--- config.mk ---
export PLATFORM = sky130hd
export DESIGN_NAME = mtr_motion_params
export DESIGN_NICKNAME = d
export VERILOG_FILES = /design/src/hw/mtr_pkg.sv /design/src/hw/mtr_motion_params.sv
export VERILOG_INCLUDE_DIRS = /design/src /design/src/hw
export SDC_FILE = /design/constraint.sdc
export NUM_CORES = 2
export LEC_CHECK = 0
export ABC_AREA = 1
export BUFFER_PORTS_ARGS = -buffer_cell sky130_fd_sc_hd__buf_2
export CORE_MARGIN = 2
export CORE_UTILIZATION = 35
export CTS_CLUSTER_SIZE = 12
export DETAILED_ROUTE_END_ITERATION = 12
export GPL_ROUTABILITY_DRIVEN = 0
export PLACE_DENSITY_LB_ADDON = 0.08
export SKIP_CTS_REPAIR_TIMING = 1
export SLEW_MARGIN = 25
export SYNTH_ARGS = -nofsm -noshare
export SYNTH_HDL_FRONTEND = slang
export SYNTH_SLANG_ARGS = --single-unit
--- constraint.sdc ---
create_clock -name i_core_clk -period 24.2 [get_ports i_core_clk]
set_input_delay 1.21 -clock i_core_clk [delete_from_list [all_inputs] [get_ports i_core_clk]]
set_output_delay 1.21 -clock i_core_clk [all_outputs]
set_load 0.05 [all_outputs]
--- src/hw/mtr_defines.svh ---
// Purpose: Offsets, field positions, reset values and timing counts for the motion parameter block.
// Assumes: Plain register port with 16-bit word offsets and 32-bit data.
// Notes: Offsets are the register addresses as seen on the port.
`ifndef MTR_DEFINES_SVH
`define MTR_DEFINES_SVH
`define MTR_A_VEL_ACT     16'h355A
`define MTR_A_SPD_WIN     16'h355C
`define MTR_A_SPD_TIME    16'h355E
`define MTR_A_ZERO_THR    16'h3560
`define MTR_A_ZERO_TIME   16'h3562
`define MTR_A_TRQ_TGT     16'h3564
`define MTR_A_TRQ_MAX     16'h3566
`define MTR_A_TRQ_DEM     16'h356A
`define MTR_A_TRQ_FB      16'h3570
`define MTR_A_POS_TGT     16'h3576
`define MTR_A_HOME_OFS    16'h357A
`define MTR_A_SIGN_CTL    16'h357E
`define MTR_A_SPD_CAP     16'h3580
`define MTR_A_CRUISE      16'h3584
`define MTR_A_LIM_MIN     16'h3700
`define MTR_A_LIM_MAX     16'h3800
`define MTR_A_CTRL        16'h3500
`define MTR_A_MODE        16'h3502
`define MTR_A_SPD_TGT     16'h3504
`define MTR_A_STATUS      16'h3506
`define MTR_RST_SPD_WIN   16'h000A
`define MTR_RST_ZERO_THR  16'h000A
`define MTR_RST_TRQ_MAX   16'h0DAC
`define MTR_RST_SPD_CAP   32'h32000000
`define MTR_RST_CRUISE    32'h00D55555
`define MTR_RST_LIM_MIN   32'h80000000
`define MTR_RST_LIM_MAX   32'h7FFFFFFF
`define MTR_TRQ_FULL      16'sh0FA0
`define MTR_CTRL_ENABLE   0
`define MTR_CTRL_SLACT    1
`define MTR_CTRL_REL      6
`define MTR_CTRL_HERR_CLR 8
`define MTR_SIGN_TRQ      5
`define MTR_SIGN_SPD      6
`define MTR_SIGN_POS      7
`define MTR_TICK_NS       1000000
`define MTR_CLK_NS        8
`define MTR_TICK_CYCLES   (`MTR_TICK_NS / `MTR_CLK_NS)
`endif

--- src/hw/mtr_pkg.sv ---
// Purpose: Types shared by the motion parameter block.
// Assumes: Nothing beyond the defines header.
// Notes: Operation mode codes are the values software writes.
package mtr_pkg;
  typedef enum logic [15:0] {
    MTR_MODE_PP = 16'h0001,
    MTR_MODE_PV = 16'h0003,
    MTR_MODE_PT = 16'h0004,
    MTR_MODE_HM = 16'h0006,
    MTR_MODE_IP = 16'h0007
  } mtr_opmode_e;
  typedef struct packed {
    logic [15:0] addr;
    logic [31:0] wdata;
    logic        wr;
    logic        rd;
  } mtr_req_s;
  typedef struct packed {
    logic home_done;
    logic home_err;
    logic zero_speed;
    logic speed_reached;
  } mtr_status_s;
endpackage

--- src/hw/mtr_motion_params.sv ---
// Purpose: Motion parameter registers, speed-reach and zero-speed detection, torque, position and speed references.
// Assumes: Motion core inputs are on i_core_clk; host port is a plain single-cycle strobe port.
// Notes: Millisecond tick derived from the core clock by a divider.
// Notes on behaviour
// PV: status bit 10 after window time
// Speed reached only valid enabled and PV
// Speed-reach time register ms, default zero
// Zero speed needs threshold held threshold-time
// Zero speed computed whether enabled or not
// Zero speed reported only in PV mode
// Torque scale: 1000 equals rated torque
// Target torque -4000..4000 drives torque demand
// Torque demand clamped to max limit 0..4000
// Control bit 6 clear: absolute target
// Control bit 6 set: relative increment
// Homing completion loads home offset position
// Home offset applies after homing, bit 15
// Offset beyond soft limits raises home error
// Soft limits inactive until homing done
// Polarity bit 7 negates position reference
// Polarity bit 6 negates speed reference
// Polarity bit 5 negates torque; others ignored
// Speed reference capped by max profile velocity
// Profile velocity latched at next displacement reference
// Qualify counters restart, count millisecond ticks
`include "mtr_defines.svh"
module mtr_motion_params #(
  parameter int unsigned TICK_CYCLES = `MTR_TICK_CYCLES
) (
  input  wire logic               i_core_clk,
  input  wire logic               i_rstn,
  input  wire mtr_pkg::mtr_req_s  i_req,
  output logic [31:0]             o_rdata,
  input  wire logic signed [31:0] i_vel_actual,
  input  wire logic signed [15:0] i_trq_feedback,
  input  wire logic signed [31:0] i_pos_actual,
  input  wire logic               i_homing_done,
  input  wire logic               i_new_setpoint,
  output logic                    o_speed_reached,
  output logic                    o_zero_speed,
  output logic signed [15:0]      o_trq_demand,
  output logic signed [31:0]      o_speed_ref,
  output logic signed [31:0]      o_pos_goal,
  output logic [31:0]             o_cruise_speed,
  output logic                    o_pos_load,
  output logic signed [31:0]      o_pos_load_value,
  output logic                    o_home_done,
  output logic                    o_home_error,
  output logic                    o_soft_limit_hit
);
  logic [15:0]        spd_win_q, spd_time_q, zero_thr_q, zero_time_q, sign_q, ctrl_q, mode_q;
  logic signed [15:0] trq_tgt_q, trq_max_q;
  logic signed [31:0] pos_tgt_q, home_ofs_q, lim_min_q, lim_max_q, spd_tgt_q;
  logic [31:0]        spd_cap_q, cruise_q;
  logic [31:0]        tick_cnt_q;
  logic               tick;
  logic [15:0]        spd_cnt_q, zero_cnt_q;
  logic               home_done_q, home_err_q, pos_load_q;
  logic               wr, herr_clr;
  logic signed [15:0] wtrq;
  logic signed [16:0] trq_signed;
  logic signed [32:0] spd_neg, spd_cap_s, spd_diff, spd_abs, vel_abs;
  logic               spd_in_win, zero_in_win, spd_ok, zero_ok, is_pv;
  mtr_pkg::mtr_status_s status;

  assign wr   = i_req.wr;
  assign wtrq = i_req.wdata[15:0];

  // Register writes; torque values are clamped into their legal range on entry.
  always_ff @(posedge i_core_clk or negedge i_rstn) begin
    if (!i_rstn) begin
      spd_win_q   <= `MTR_RST_SPD_WIN;
      spd_time_q  <= 16'h0000;
      zero_thr_q  <= `MTR_RST_ZERO_THR;
      zero_time_q <= 16'h0000;
      trq_tgt_q   <= 16'sh0000;
      trq_max_q   <= `MTR_RST_TRQ_MAX;
      pos_tgt_q   <= 32'sh00000000;
      home_ofs_q  <= 32'sh00000000;
      sign_q      <= 16'h0000;
      spd_cap_q   <= `MTR_RST_SPD_CAP;
      cruise_q    <= `MTR_RST_CRUISE;
      lim_min_q   <= `MTR_RST_LIM_MIN;
      lim_max_q   <= `MTR_RST_LIM_MAX;
      ctrl_q      <= 16'h0000;
      mode_q      <= 16'h0000;
      spd_tgt_q   <= 32'sh00000000;
    end else if (wr) begin
      case (i_req.addr)
        `MTR_A_SPD_WIN:   spd_win_q   <= i_req.wdata[15:0];
        `MTR_A_SPD_TIME:  spd_time_q  <= i_req.wdata[15:0];
        `MTR_A_ZERO_THR:  zero_thr_q  <= i_req.wdata[15:0];
        `MTR_A_ZERO_TIME: zero_time_q <= i_req.wdata[15:0];
        `MTR_A_TRQ_TGT: begin
          if (wtrq > `MTR_TRQ_FULL) begin
            trq_tgt_q <= `MTR_TRQ_FULL;
          end else if (wtrq < -`MTR_TRQ_FULL) begin
            trq_tgt_q <= -`MTR_TRQ_FULL;
          end else begin
            trq_tgt_q <= wtrq;
          end
        end
        `MTR_A_TRQ_MAX: begin
          if (wtrq > `MTR_TRQ_FULL) begin
            trq_max_q <= `MTR_TRQ_FULL;
          end else if (wtrq < 16'sh0000) begin
            trq_max_q <= 16'sh0000;
          end else begin
            trq_max_q <= wtrq;
          end
        end
        `MTR_A_POS_TGT:  pos_tgt_q  <= i_req.wdata;
        `MTR_A_HOME_OFS: home_ofs_q <= i_req.wdata;
        `MTR_A_SIGN_CTL: sign_q     <= i_req.wdata[15:0];
        `MTR_A_SPD_CAP:  spd_cap_q  <= i_req.wdata;
        `MTR_A_CRUISE:   cruise_q   <= i_req.wdata;
        `MTR_A_LIM_MIN:  lim_min_q  <= i_req.wdata;
        `MTR_A_LIM_MAX:  lim_max_q  <= i_req.wdata;
        `MTR_A_CTRL:     ctrl_q     <= i_req.wdata[15:0];
        `MTR_A_MODE:     mode_q     <= i_req.wdata[15:0];
        `MTR_A_SPD_TGT:  spd_tgt_q  <= i_req.wdata;
        default: ;
      endcase
    end
  end

  assign herr_clr = wr && (i_req.addr == `MTR_A_CTRL) && i_req.wdata[`MTR_CTRL_HERR_CLR];

  // Millisecond tick divider.
  always_ff @(posedge i_core_clk or negedge i_rstn) begin
    if (!i_rstn) begin
      tick_cnt_q <= 32'h00000000;
    end else if (tick_cnt_q == TICK_CYCLES - 1) begin
      tick_cnt_q <= 32'h00000000;
    end else begin
      tick_cnt_q <= tick_cnt_q + 32'h00000001;
    end
  end
  assign tick = (tick_cnt_q == TICK_CYCLES - 1);

  // Speed reference: polarity first, then the profile velocity cap in both directions.
  always_comb begin
    spd_neg   = sign_q[`MTR_SIGN_SPD] ? -{spd_tgt_q[31], spd_tgt_q} : {spd_tgt_q[31], spd_tgt_q};
    spd_cap_s = {1'b0, spd_cap_q};
    if (spd_neg > spd_cap_s) begin
      o_speed_ref = spd_cap_q[31:0];
    end else if (spd_neg < -spd_cap_s) begin
      o_speed_ref = 32'(-spd_cap_s);
    end else begin
      o_speed_ref = spd_neg[31:0];
    end
    spd_diff = {o_speed_ref[31], o_speed_ref} - {i_vel_actual[31], i_vel_actual};
    spd_abs  = spd_diff[32] ? -spd_diff : spd_diff;
    vel_abs  = i_vel_actual[31] ? -{1'b1, i_vel_actual} : {1'b0, i_vel_actual};
  end

  assign spd_in_win  = (spd_abs <= {17'h00000, spd_win_q});
  assign zero_in_win = (vel_abs <= {17'h00000, zero_thr_q});
  assign spd_ok      = spd_in_win && (spd_cnt_q >= spd_time_q);
  assign zero_ok     = zero_in_win && (zero_cnt_q >= zero_time_q);
  assign is_pv       = (mode_q == mtr_pkg::MTR_MODE_PV);

  // Qualifying counters restart whenever the window is left and saturate at full scale.
  always_ff @(posedge i_core_clk or negedge i_rstn) begin
    if (!i_rstn) begin
      spd_cnt_q <= 16'h0000;
    end else if (!spd_in_win) begin
      spd_cnt_q <= 16'h0000;
    end else if (tick && spd_cnt_q != 16'hFFFF) begin
      spd_cnt_q <= spd_cnt_q + 16'h0001;
    end
  end

  always_ff @(posedge i_core_clk or negedge i_rstn) begin
    if (!i_rstn) begin
      zero_cnt_q <= 16'h0000;
    end else if (!zero_in_win) begin
      zero_cnt_q <= 16'h0000;
    end else if (tick && zero_cnt_q != 16'hFFFF) begin
      zero_cnt_q <= zero_cnt_q + 16'h0001;
    end
  end

  assign o_speed_reached = spd_ok && is_pv && ctrl_q[`MTR_CTRL_ENABLE];
  assign o_zero_speed    = zero_ok && is_pv;

  // Torque demand in 0.1 percent of rated torque, polarity then clamp.
  always_comb begin
    trq_signed = sign_q[`MTR_SIGN_TRQ] ? -{trq_tgt_q[15], trq_tgt_q} : {trq_tgt_q[15], trq_tgt_q};
    if (trq_signed > $signed({trq_max_q[15], trq_max_q})) begin
      o_trq_demand = trq_max_q;
    end else if (trq_signed < -$signed({trq_max_q[15], trq_max_q})) begin
      o_trq_demand = -trq_max_q;
    end else begin
      o_trq_demand = trq_signed[15:0];
    end
  end

  // Position goal and cruise speed are taken only on a new displacement reference.
  always_ff @(posedge i_core_clk or negedge i_rstn) begin
    if (!i_rstn) begin
      o_pos_goal     <= 32'sh00000000;
      o_cruise_speed <= `MTR_RST_CRUISE;
    end else if (i_new_setpoint) begin
      o_cruise_speed <= cruise_q;
      if (ctrl_q[`MTR_CTRL_REL]) begin
        o_pos_goal <= i_pos_actual + (sign_q[`MTR_SIGN_POS] ? -pos_tgt_q : pos_tgt_q);
      end else begin
        o_pos_goal <= sign_q[`MTR_SIGN_POS] ? -pos_tgt_q : pos_tgt_q;
      end
    end
  end

  // Homing completion: load the offset, flag homing done, check the offset against the limits.
  always_ff @(posedge i_core_clk or negedge i_rstn) begin
    if (!i_rstn) begin
      home_done_q      <= 1'b0;
      pos_load_q       <= 1'b0;
      o_pos_load_value <= 32'sh00000000;
    end else begin
      pos_load_q <= i_homing_done;
      if (i_homing_done) begin
        home_done_q      <= 1'b1;
        o_pos_load_value <= home_ofs_q;
      end
    end
  end

  always_ff @(posedge i_core_clk or negedge i_rstn) begin
    if (!i_rstn) begin
      home_err_q <= 1'b0;
    end else if (i_homing_done && (home_ofs_q < lim_min_q || home_ofs_q > lim_max_q)) begin
      home_err_q <= 1'b1;
    end else if (herr_clr) begin
      home_err_q <= 1'b0;
    end
  end

  assign o_pos_load       = pos_load_q;
  assign o_home_done      = home_done_q;
  assign o_home_error     = home_err_q;
  assign o_soft_limit_hit = home_done_q && ctrl_q[`MTR_CTRL_SLACT] &&
                            (i_pos_actual < lim_min_q || i_pos_actual > lim_max_q);

  assign status.home_done     = home_done_q;
  assign status.home_err      = home_err_q;
  assign status.zero_speed    = o_zero_speed;
  assign status.speed_reached = o_speed_reached;

  // Read data stands one cycle after the read strobe; unmapped offsets read zero.
  always_ff @(posedge i_core_clk or negedge i_rstn) begin
    if (!i_rstn) begin
      o_rdata <= 32'h00000000;
    end else if (i_req.rd) begin
      case (i_req.addr)
        `MTR_A_VEL_ACT:   o_rdata <= i_vel_actual;
        `MTR_A_SPD_WIN:   o_rdata <= {16'h0000, spd_win_q};
        `MTR_A_SPD_TIME:  o_rdata <= {16'h0000, spd_time_q};
        `MTR_A_ZERO_THR:  o_rdata <= {16'h0000, zero_thr_q};
        `MTR_A_ZERO_TIME: o_rdata <= {16'h0000, zero_time_q};
        `MTR_A_TRQ_TGT:   o_rdata <= {16'h0000, trq_tgt_q};
        `MTR_A_TRQ_MAX:   o_rdata <= {16'h0000, trq_max_q};
        `MTR_A_TRQ_DEM:   o_rdata <= {16'h0000, o_trq_demand};
        `MTR_A_TRQ_FB:    o_rdata <= {16'h0000, i_trq_feedback};
        `MTR_A_POS_TGT:   o_rdata <= pos_tgt_q;
        `MTR_A_HOME_OFS:  o_rdata <= home_ofs_q;
        `MTR_A_SIGN_CTL:  o_rdata <= {16'h0000, sign_q};
        `MTR_A_SPD_CAP:   o_rdata <= spd_cap_q;
        `MTR_A_CRUISE:    o_rdata <= cruise_q;
        `MTR_A_LIM_MIN:   o_rdata <= lim_min_q;
        `MTR_A_LIM_MAX:   o_rdata <= lim_max_q;
        `MTR_A_CTRL:      o_rdata <= {16'h0000, ctrl_q};
        `MTR_A_MODE:      o_rdata <= {16'h0000, mode_q};
        `MTR_A_SPD_TGT:   o_rdata <= spd_tgt_q;
        `MTR_A_STATUS:    o_rdata <= {16'h0000, status.home_done, 4'h0, status.speed_reached,
                                      7'h00, status.home_err, status.zero_speed, 1'b0};
        default:          o_rdata <= 32'h00000000;
      endcase
    end else begin
      o_rdata <= 32'h00000000;
    end
  end

  property p_spd_restart;
    @(posedge i_core_clk) disable iff (!i_rstn) !spd_in_win |=> spd_cnt_q == 16'h0000;
  endproperty
  a_spd_restart: assert property (p_spd_restart) else $error("speed counter not restarted");

  property p_spd_reached;
    @(posedge i_core_clk) disable iff (!i_rstn) o_speed_reached |-> spd_in_win && spd_cnt_q >= spd_time_q;
  endproperty
  a_spd_reached: assert property (p_spd_reached) else $error("speed reached without qualification");

  property p_spd_valid;
    @(posedge i_core_clk) disable iff (!i_rstn) (!is_pv || !ctrl_q[`MTR_CTRL_ENABLE]) |-> !o_speed_reached;
  endproperty
  a_spd_valid: assert property (p_spd_valid) else $error("speed reached outside enabled PV");

  property p_zero;
    @(posedge i_core_clk) disable iff (!i_rstn) o_zero_speed |-> is_pv && zero_in_win && zero_cnt_q >= zero_time_q;
  endproperty
  a_zero: assert property (p_zero) else $error("zero speed without qualification");

  property p_trq_clamp;
    @(posedge i_core_clk) disable iff (!i_rstn) o_trq_demand <= trq_max_q && o_trq_demand >= -trq_max_q;
  endproperty
  a_trq_clamp: assert property (p_trq_clamp) else $error("torque demand beyond limit");

  property p_home_load;
    @(posedge i_core_clk) disable iff (!i_rstn) i_homing_done |=> o_pos_load && o_home_done
                                                && o_pos_load_value == $past(home_ofs_q);
  endproperty
  a_home_load: assert property (p_home_load) else $error("homing load missing");

  property p_home_err;
    @(posedge i_core_clk) disable iff (!i_rstn) i_homing_done && home_ofs_q > lim_max_q |=> o_home_error;
  endproperty
  a_home_err: assert property (p_home_err) else $error("home error not raised");

  property p_soft_idle;
    @(posedge i_core_clk) disable iff (!i_rstn) !home_done_q |-> !o_soft_limit_hit;
  endproperty
  a_soft_idle: assert property (p_soft_idle) else $error("soft limit before homing");

  property p_abs_goal;
    @(posedge i_core_clk) disable iff (!i_rstn) i_new_setpoint && !ctrl_q[`MTR_CTRL_REL] && !sign_q[`MTR_SIGN_POS]
                                                |=> o_pos_goal == $past(pos_tgt_q);
  endproperty
  a_abs_goal: assert property (p_abs_goal) else $error("absolute goal wrong");

  property p_cruise;
    @(posedge i_core_clk) disable iff (!i_rstn) !i_new_setpoint |=> $stable(o_cruise_speed);
  endproperty
  a_cruise: assert property (p_cruise) else $error("cruise speed changed early");

  property p_spd_cap;
    @(posedge i_core_clk) disable iff (!i_rstn) !spd_cap_q[31]
                                                |-> (o_speed_ref[31] ? -o_speed_ref : o_speed_ref) <= spd_cap_q;
  endproperty
  a_spd_cap: assert property (p_spd_cap) else $error("speed reference beyond cap");

  property p_spd_sign;
    @(posedge i_core_clk) disable iff (!i_rstn) sign_q[`MTR_SIGN_SPD] && spd_tgt_q > 32'sh00000000
                                                |-> o_speed_ref <= 32'sh00000000;
  endproperty
  a_spd_sign: assert property (p_spd_sign) else $error("speed reference not inverted");

  property p_trq_sign;
    @(posedge i_core_clk) disable iff (!i_rstn) sign_q[`MTR_SIGN_TRQ] && trq_tgt_q > 16'sh0000
                                                |-> o_trq_demand <= 16'sh0000;
  endproperty
  a_trq_sign: assert property (p_trq_sign) else $error("torque demand not inverted");

  property p_rel_goal;
    @(posedge i_core_clk) disable iff (!i_rstn) i_new_setpoint && ctrl_q[`MTR_CTRL_REL] && !sign_q[`MTR_SIGN_POS]
                                                |=> o_pos_goal == $past(i_pos_actual) + $past(pos_tgt_q);
  endproperty
  a_rel_goal: assert property (p_rel_goal) else $error("relative goal wrong");

  property p_pos_neg;
    @(posedge i_core_clk) disable iff (!i_rstn) i_new_setpoint && !ctrl_q[`MTR_CTRL_REL] && sign_q[`MTR_SIGN_POS]
                                                |=> o_pos_goal == -$past(pos_tgt_q);
  endproperty
  a_pos_neg: assert property (p_pos_neg) else $error("position reference not inverted");

  property p_zero_restart;
    @(posedge i_core_clk) disable iff (!i_rstn) !zero_in_win |=> zero_cnt_q == 16'h0000;
  endproperty
  a_zero_restart: assert property (p_zero_restart) else $error("zero counter not restarted");

  property p_tick;
    @(posedge i_core_clk) disable iff (!i_rstn) tick |=> tick_cnt_q == 32'h00000000;
  endproperty
  a_tick: assert property (p_tick) else $error("tick divider not wrapped");

  property p_herr_clr;
    @(posedge i_core_clk) disable iff (!i_rstn) herr_clr && !i_homing_done |=> !o_home_error;
  endproperty
  a_herr_clr: assert property (p_herr_clr) else $error("home error not cleared");
endmodule // mtr_motion_params

* After elaboration in Yosys (flattened, before gate mapping)
Index checks and enable logic that the tools add are counted.
** Operators by class
- $add $sub $neg :: 13
- $mul :: 0
- Div/mod/pow operators :: 0
- Magnitude comparators :: 15
- Equality and inequality tests :: 26
- Shift operators :: 0
- Mux-type cells :: 23
- Bitwise operators :: 0
- Reductions and logical operators :: 31
** Operators with widths (number)
- 32-bit case mux with 20 select lines :: 1
- 16-bit by 14-bit == test with 1-bit output, second input constant :: 20
- 32-bit 2-to-1 mux :: 6
- 16-bit 2-to-1 mux :: 10
- 33-bit 2-to-1 mux :: 3
- 33-bit negation :: 3
- 33-bit by 16-bit <= comparator with 1-bit output :: 2
- 32-bit > comparator :: 2
- 32-bit < comparator :: 2
- 33-bit > comparator :: 1
- 33-bit < comparator :: 1
- 32-bit negation with 33-bit output :: 1
- 32-bit by 32-bit subtractor with 33-bit output :: 1
- 16-bit by 1-bit adder with 16-bit output, second input constant :: 2
- 32-bit by 1-bit adder with 32-bit output, second input constant :: 1
- 32-bit adder :: 1
- 32-bit by 17-bit == test with 1-bit output, second input constant :: 1
- 16-bit greater-or-equal comparator :: 2
- 16-bit != test, second input constant :: 2
- 32-bit negation :: 1
- 2-bit AND reduction :: 16
- 17-bit by 16-bit > comparator with 1-bit output :: 1
- 17-bit < comparator :: 1
- 17-bit 2-to-1 mux :: 1
- 12 further kinds :: 26
** Word-level totals
- Bits in registers :: 563
- Bits in latches :: 0
- Memory bits (writable) :: 0
- Bits in read-only memories :: 0
- Bits of input ports :: 134
- Output and inout port bits :: 182
- Word-level logic and storage cells :: 134
- Memories kept :: 0

* Logic depth before layout (Yosys ltp)
- Word-level depth :: 14
- Depth in mapped cells :: 70
- Depth with buffers taken out :: 67

* Worst setup path before layout
Ideal clock, no wire load.
- Kind :: register to output
- From :: register spd_cap_q[0]
- To :: output port o_speed_reached
- Data arrival time :: 8.317 ns
- Required time :: 22.990 ns
- Setup slack :: 14.673 ns
- Stages on the path, launching flop included :: 65
- Buffers on the path :: 3
- Cells stage by stage :: dfrtp_1 > inv_1 > ha_1 > nand2_1 > nor2_1 > inv_1 > nor2_1 > nand2_1 > nor2_2 > inv_1 > nor3_2 > nand2_1 > nor3_1 > nand4_1 > nor2_1 > nand2_1 > nor2_1 > nand3_1 > [29 not listed] > a21oi_1 > nand4_1 > nand2_1 > nand2_1 > nand2_1 > nand2_1 > nand2_1 > o21ai_0 > inv_1 > nand3_1 > nor2_1 > nand2_1 > nor2_1 > nand2_1 > nor2_4 > nand2_4 > buf_6 > nor2_2
** On the way
- Word-level cells in the longest chain between the ends :: 11
- Elaborated cells between the ends (all ways) :: 12
- Classes of those cells :: 3 x add/sub; 3 x order compare; 3 x mux; 3 x reduce/logical
** RTL lines
- from (decl) :: line mtr_motion_params.sv:54 : logic [31:0] spd_cap_q, cruise_q;
- from (signal assigned) :: line mtr_motion_params.sv:81 : spd_cap_q <= `MTR_RST_SPD_CAP;
- from (signal assigned) :: line mtr_motion_params.sv:115 : `MTR_A_SPD_CAP: spd_cap_q <= i_req.wdata;
- 32-bit negation with 33-bit output :: line mtr_motion_params.sv:148 : o_speed_ref = 32'(-spd_cap_s);
- 33-bit < comparator :: line mtr_motion_params.sv:147 : end else if (spd_neg < -spd_cap_s) begin
- 32-bit 2-to-1 mux :: line mtr_motion_params.sv:147
- 32-bit 2-to-1 mux (*) :: line mtr_motion_params.sv:145 : if (spd_neg > spd_cap_s) begin
- via o_speed_ref[17] :: line mtr_motion_params.sv:42 : output logic signed [31:0] o_speed_ref,
- 32-bit by 32-bit subtractor with 33-bit output (*) :: line mtr_motion_params.sv:152 : spd_diff = {o_speed_ref[31], o_speed_ref} - {i_vel_actual[31], i_vel_actual};
- 33-bit negation :: line mtr_motion_params.sv:153 : spd_abs = spd_diff[32] ? -spd_diff : spd_diff;
- 33-bit 2-to-1 mux (*) :: line mtr_motion_params.sv:153
- 33-bit by 16-bit <= comparator with 1-bit output (*) :: line mtr_motion_params.sv:157 : assign spd_in_win = (spd_abs <= {17'h00000, spd_win_q});
- 1-bit logical AND (*) :: line mtr_motion_params.sv:159 : assign spd_ok = spd_in_win && (spd_cnt_q >= spd_time_q);
- 1-bit logical AND (*) (2 in series) :: line mtr_motion_params.sv:184 : assign o_speed_reached = spd_ok && is_pv && ctrl_q[`MTR_CTRL_ENABLE];
- to (decl) :: line mtr_motion_params.sv:39 : output logic o_speed_reached,
Mark *: on every way through the listed nets, which the timed path passes. The rest lies on a longest branch.

* Final worst setup path
- From :: register spd_cap_q[1]
- To :: output port o_speed_reached
** On the way
- Word-level cells in the longest chain between the ends :: 11
- Elaborated cells between the ends (all ways) :: 12
- Classes of those cells :: 3 x add/sub; 3 x order compare; 3 x mux; 3 x reduce/logical
** RTL lines (line)
- 32-bit negation with 33-bit output :: mtr_motion_params.sv:148
- 33-bit < comparator :: mtr_motion_params.sv:147
- 32-bit 2-to-1 mux :: mtr_motion_params.sv:147
- 32-bit 2-to-1 mux (*) :: mtr_motion_params.sv:145
- 32-bit by 32-bit subtractor with 33-bit output (*) :: mtr_motion_params.sv:152
- 33-bit negation :: mtr_motion_params.sv:153
- 33-bit 2-to-1 mux (*) :: mtr_motion_params.sv:153
- 33-bit by 16-bit <= comparator with 1-bit output (*) :: mtr_motion_params.sv:157
- 1-bit logical AND (*) :: mtr_motion_params.sv:159
- 1-bit logical AND (*) (2 in series) :: mtr_motion_params.sv:184
Every way passes the cells marked *; elsewhere a longest branch is shown, timed or not.

==> results.cfg <==
[status]
run_status = finished, final reports clean

[clock_tree]
clock_path_buffers = 3
cts_num_sinks = 562
numCtsBuffers = 71
clk_pin_slew_ns = 0.06
worstSkewPairLatency_ns = 0.65
cts-root-buf = clkbuf_16
tritoncts = yes
htreeDepth = 3

[min_path]
hold_start = tick_cnt_q[0]
hp-class = reg2reg

[setup_path]
cpLargestDelayFamily = simple AND/OR/NAND/NOR gates
cp-start-kind = flop
cp_slowest_stage_delay_ns = 0.45
arrival_ns = 10.49
cp_data_required_time_ns = 22.99
crit_type = reg2out
path_buf_inv = 9
rr_startpoint = spd_cap_q[1]
cp_slowest_cell = dfrtp_1
endpoint_kind = output port
cp_max_fo = 33
critical_path.startpoint = spd_cap_q[1]
path_common_cell = nand2_1

[global_route]
grt_pass1_wl_mm = 260
antenna_found_initial = 6
grt_pass1_vias = 38300
grt_max_degree = 145
grt_usage_pct = 29.1
grt-ovfl-total = 0

[synthesis]
synthCells = 5696
synth.avg_cell_area_um2 = 7.20
ys.flop_type = dfrtp_1
ys_types = 69
syn-cell-area_um2 = 41000
synth_seq_area_share_pct = 34.5
ys_async_sr_fraction_pct = 100
yosysWarnings = 0
synth_seq_cells = 562
synth_nets = 6190
synth-edff-count = 0

[sta]
hold_viol_final = 0
fmax_mhz = 85.5
slew_violations = 0
whs_ns = 0.462
final.setup_skew_ns = 0.0256
setup_violations = 0
setup_tns_ns = 0
rsz0062_at_grt = false
worst_pin_slew_ns = 1.12
fin_crit_ns = 11.70
post-route-period-util_pct = 48.3
relSlewSlack_pct = 24.8

[power_and_ir_drop]
power.leakage_nw = 23.2
power-per-cell-area_nw_per_um2 = 50.7
ir_drop_mv = 0.0466

[job]
max_cap_viol_count = 0

[finish]
fin_nets = 6445
fill_cells = 12400
layout-drive-gt1-share_pct = 11.0
final_util_pct = 40.0
syn_to_final_growth_pct = 13.4

[detailed_routing]
ant_nets = 0
dr_total_vias = 40600
wl_mm = 178
vias_per_cell = 5.40
wl_per_cell_um = 23.7
first_pass_iters = 6
drtIter0Drc = 4077
drc = 0

[place]
dp_hpwl_mm = 139
io_buffers = 315

[die]
coreArea_um2 = 116000
fp.dieH_um = 346
die_x_um = 346
fp-row-count = 125
die-area_um2 = 120000
initial_utilization_pct = 35.3
ios = 316
-- state kept, by name, indices dropped and copies added (netlist names), 32 cells and up --
register	count
cruise_q	32
home_ofs_q	32
lim_max_q	32
lim_min_q	32
o_cruise_speed	32
o_pos_goal	32
o_pos_load_value	32
o_rdata	32
pos_tgt_q	32
spd_cap_q	32
spd_tgt_q	32
tick_cnt_q	32
-- worst register-to-register path, delay by kind of cell, from the launching register on --
kind                       cells  cell delay [ns]
adders and majority gates      5             1.36
DFF                            1             0.45
xor gates and xnor gates       2             0.39
and+or+nand+nor               42             5.46
buffers and inverters          8             1.16
AOI/OAI and AO/OA              7             1.06
-- cells in the mapped netlist (13+ instances only) --
library cell  count  area, um^2
nand3b_1         22         165
o22ai_1         105         657
a211oi_1         13        97.6
xor2_1          164        1440
dfrtp_1         490       12300
a221oi_1         58         508
o21ai_0         560        2800
nand2_2          15        93.8
nand2_1        1529        5740
ha_1            358        4480
nand3_1         242        1210
clkbuf_1        156         586
xnor2_1          18         158
nor2_1          381        1430
dfstp_2          72        1890
nor3_1          104         521
o211ai_1         33         248
nor4_1           55         344
nand4_1          74         463
inv_2            19        71.3
o21a_1           15         113
inv_1           734        2760
a21oi_1         256        1280
nor2_2           21         131
buf_2            15        75.1
a31oi_1          19         119
-- path summary, 6_finish.rpt --
path	cells past startpoint	end	slack [ns]
worst max register to register	64	o_rdata[10]	14.26
min in group asynchronous	1	pos_tgt_q[24]	0.58
worst min register to register	1	tick_cnt_q[0]	0.46
worst max-delay path	65	o_speed_reached	12.50
worst min-delay path	1	tick_cnt_q[0]	0.46
max in group asynchronous	4	spd_cap_q[21]	21.06
-- per-stage QoR --
stage / std cells / power, mW / worst slack [ns] / area, um^2
after floorplan: 5696 / 1.17 / 14.67 / 41000
after global placement: 7402 / 1.30 / 13.47 / 44200
after detailed placement: 7402 / 1.30 / 13.30 / 44200
after CTS: 7531 / 2.37 / 12.57 / 46500
after global routing: 7531 / 2.44 / 11.15 / 46500
final: 7532 / 2.36 / 12.50 / 46500
-- placed cells by master (no fill, tap or decap), drive strengths merged, types with 28 or more instances in the layout --
cell type / Yosys / layout
nand3: 250 / 250
dfstp: 72 / 72
inv: 754 / 756
a221oi: 58 / 58
dfrtp: 490 / 490
nand4: 75 / 75
nor2: 409 / 409
clkinv: 10 / 28
nand2: 1546 / 1546
clkbuf: 156 / 104
o211ai: 33 / 33
nor3: 115 / 115
o22ai: 105 / 105
nor4: 57 / 57
buf: 28 / 366
o21ai: 570 / 570
ha: 358 / 358
xor2: 164 / 164
a21oi: 257 / 257
-- cell type report --
class,instances,area [um^2],share of cell area [%]
inverter,764,2870,6.17
antenna,1,2.50,0.00538
timing repair buffer,366,1990,4.27
clock inverter,25,246,0.530
tap,1524,1910,4.10
sequential,562,14200,30.4
multi-input combinational,4186,23300,50.1
clock buffer,104,2040,4.39
-- report_power, final --
part	internal (mW)	switching, mW
Combinational	0.0848	0.247
Sequential	0.946	0.00571
Clock	0.621	0.451
-- metal layers --
metal | GRT usage [%] | share of wire, %
met1 | 38.5 | 43
met2 | 47.0 | 45
met3 | 4.79 | 7.0
met4 | 11.9 | 4.6
met5 | 0 | 0.038
-- cell families after synthesis --
| group | count (synthesis) | share of synthesized area, % |
|---|---|---|
| adder cells (fa/ha/maj) | 360 | 11.0 |
| AO/OA/AOI/OAI | 1148 | 15.9 |
| AND/OR/NAND/NOR | 2496 | 25.8 |
| flip-flops | 562 | 34.5 |
| buffers and inverters | 948 | 8.79 |
| XOR/XNOR | 182 | 3.89 |
No activity file was read; power rests on OpenSTA's default activity.
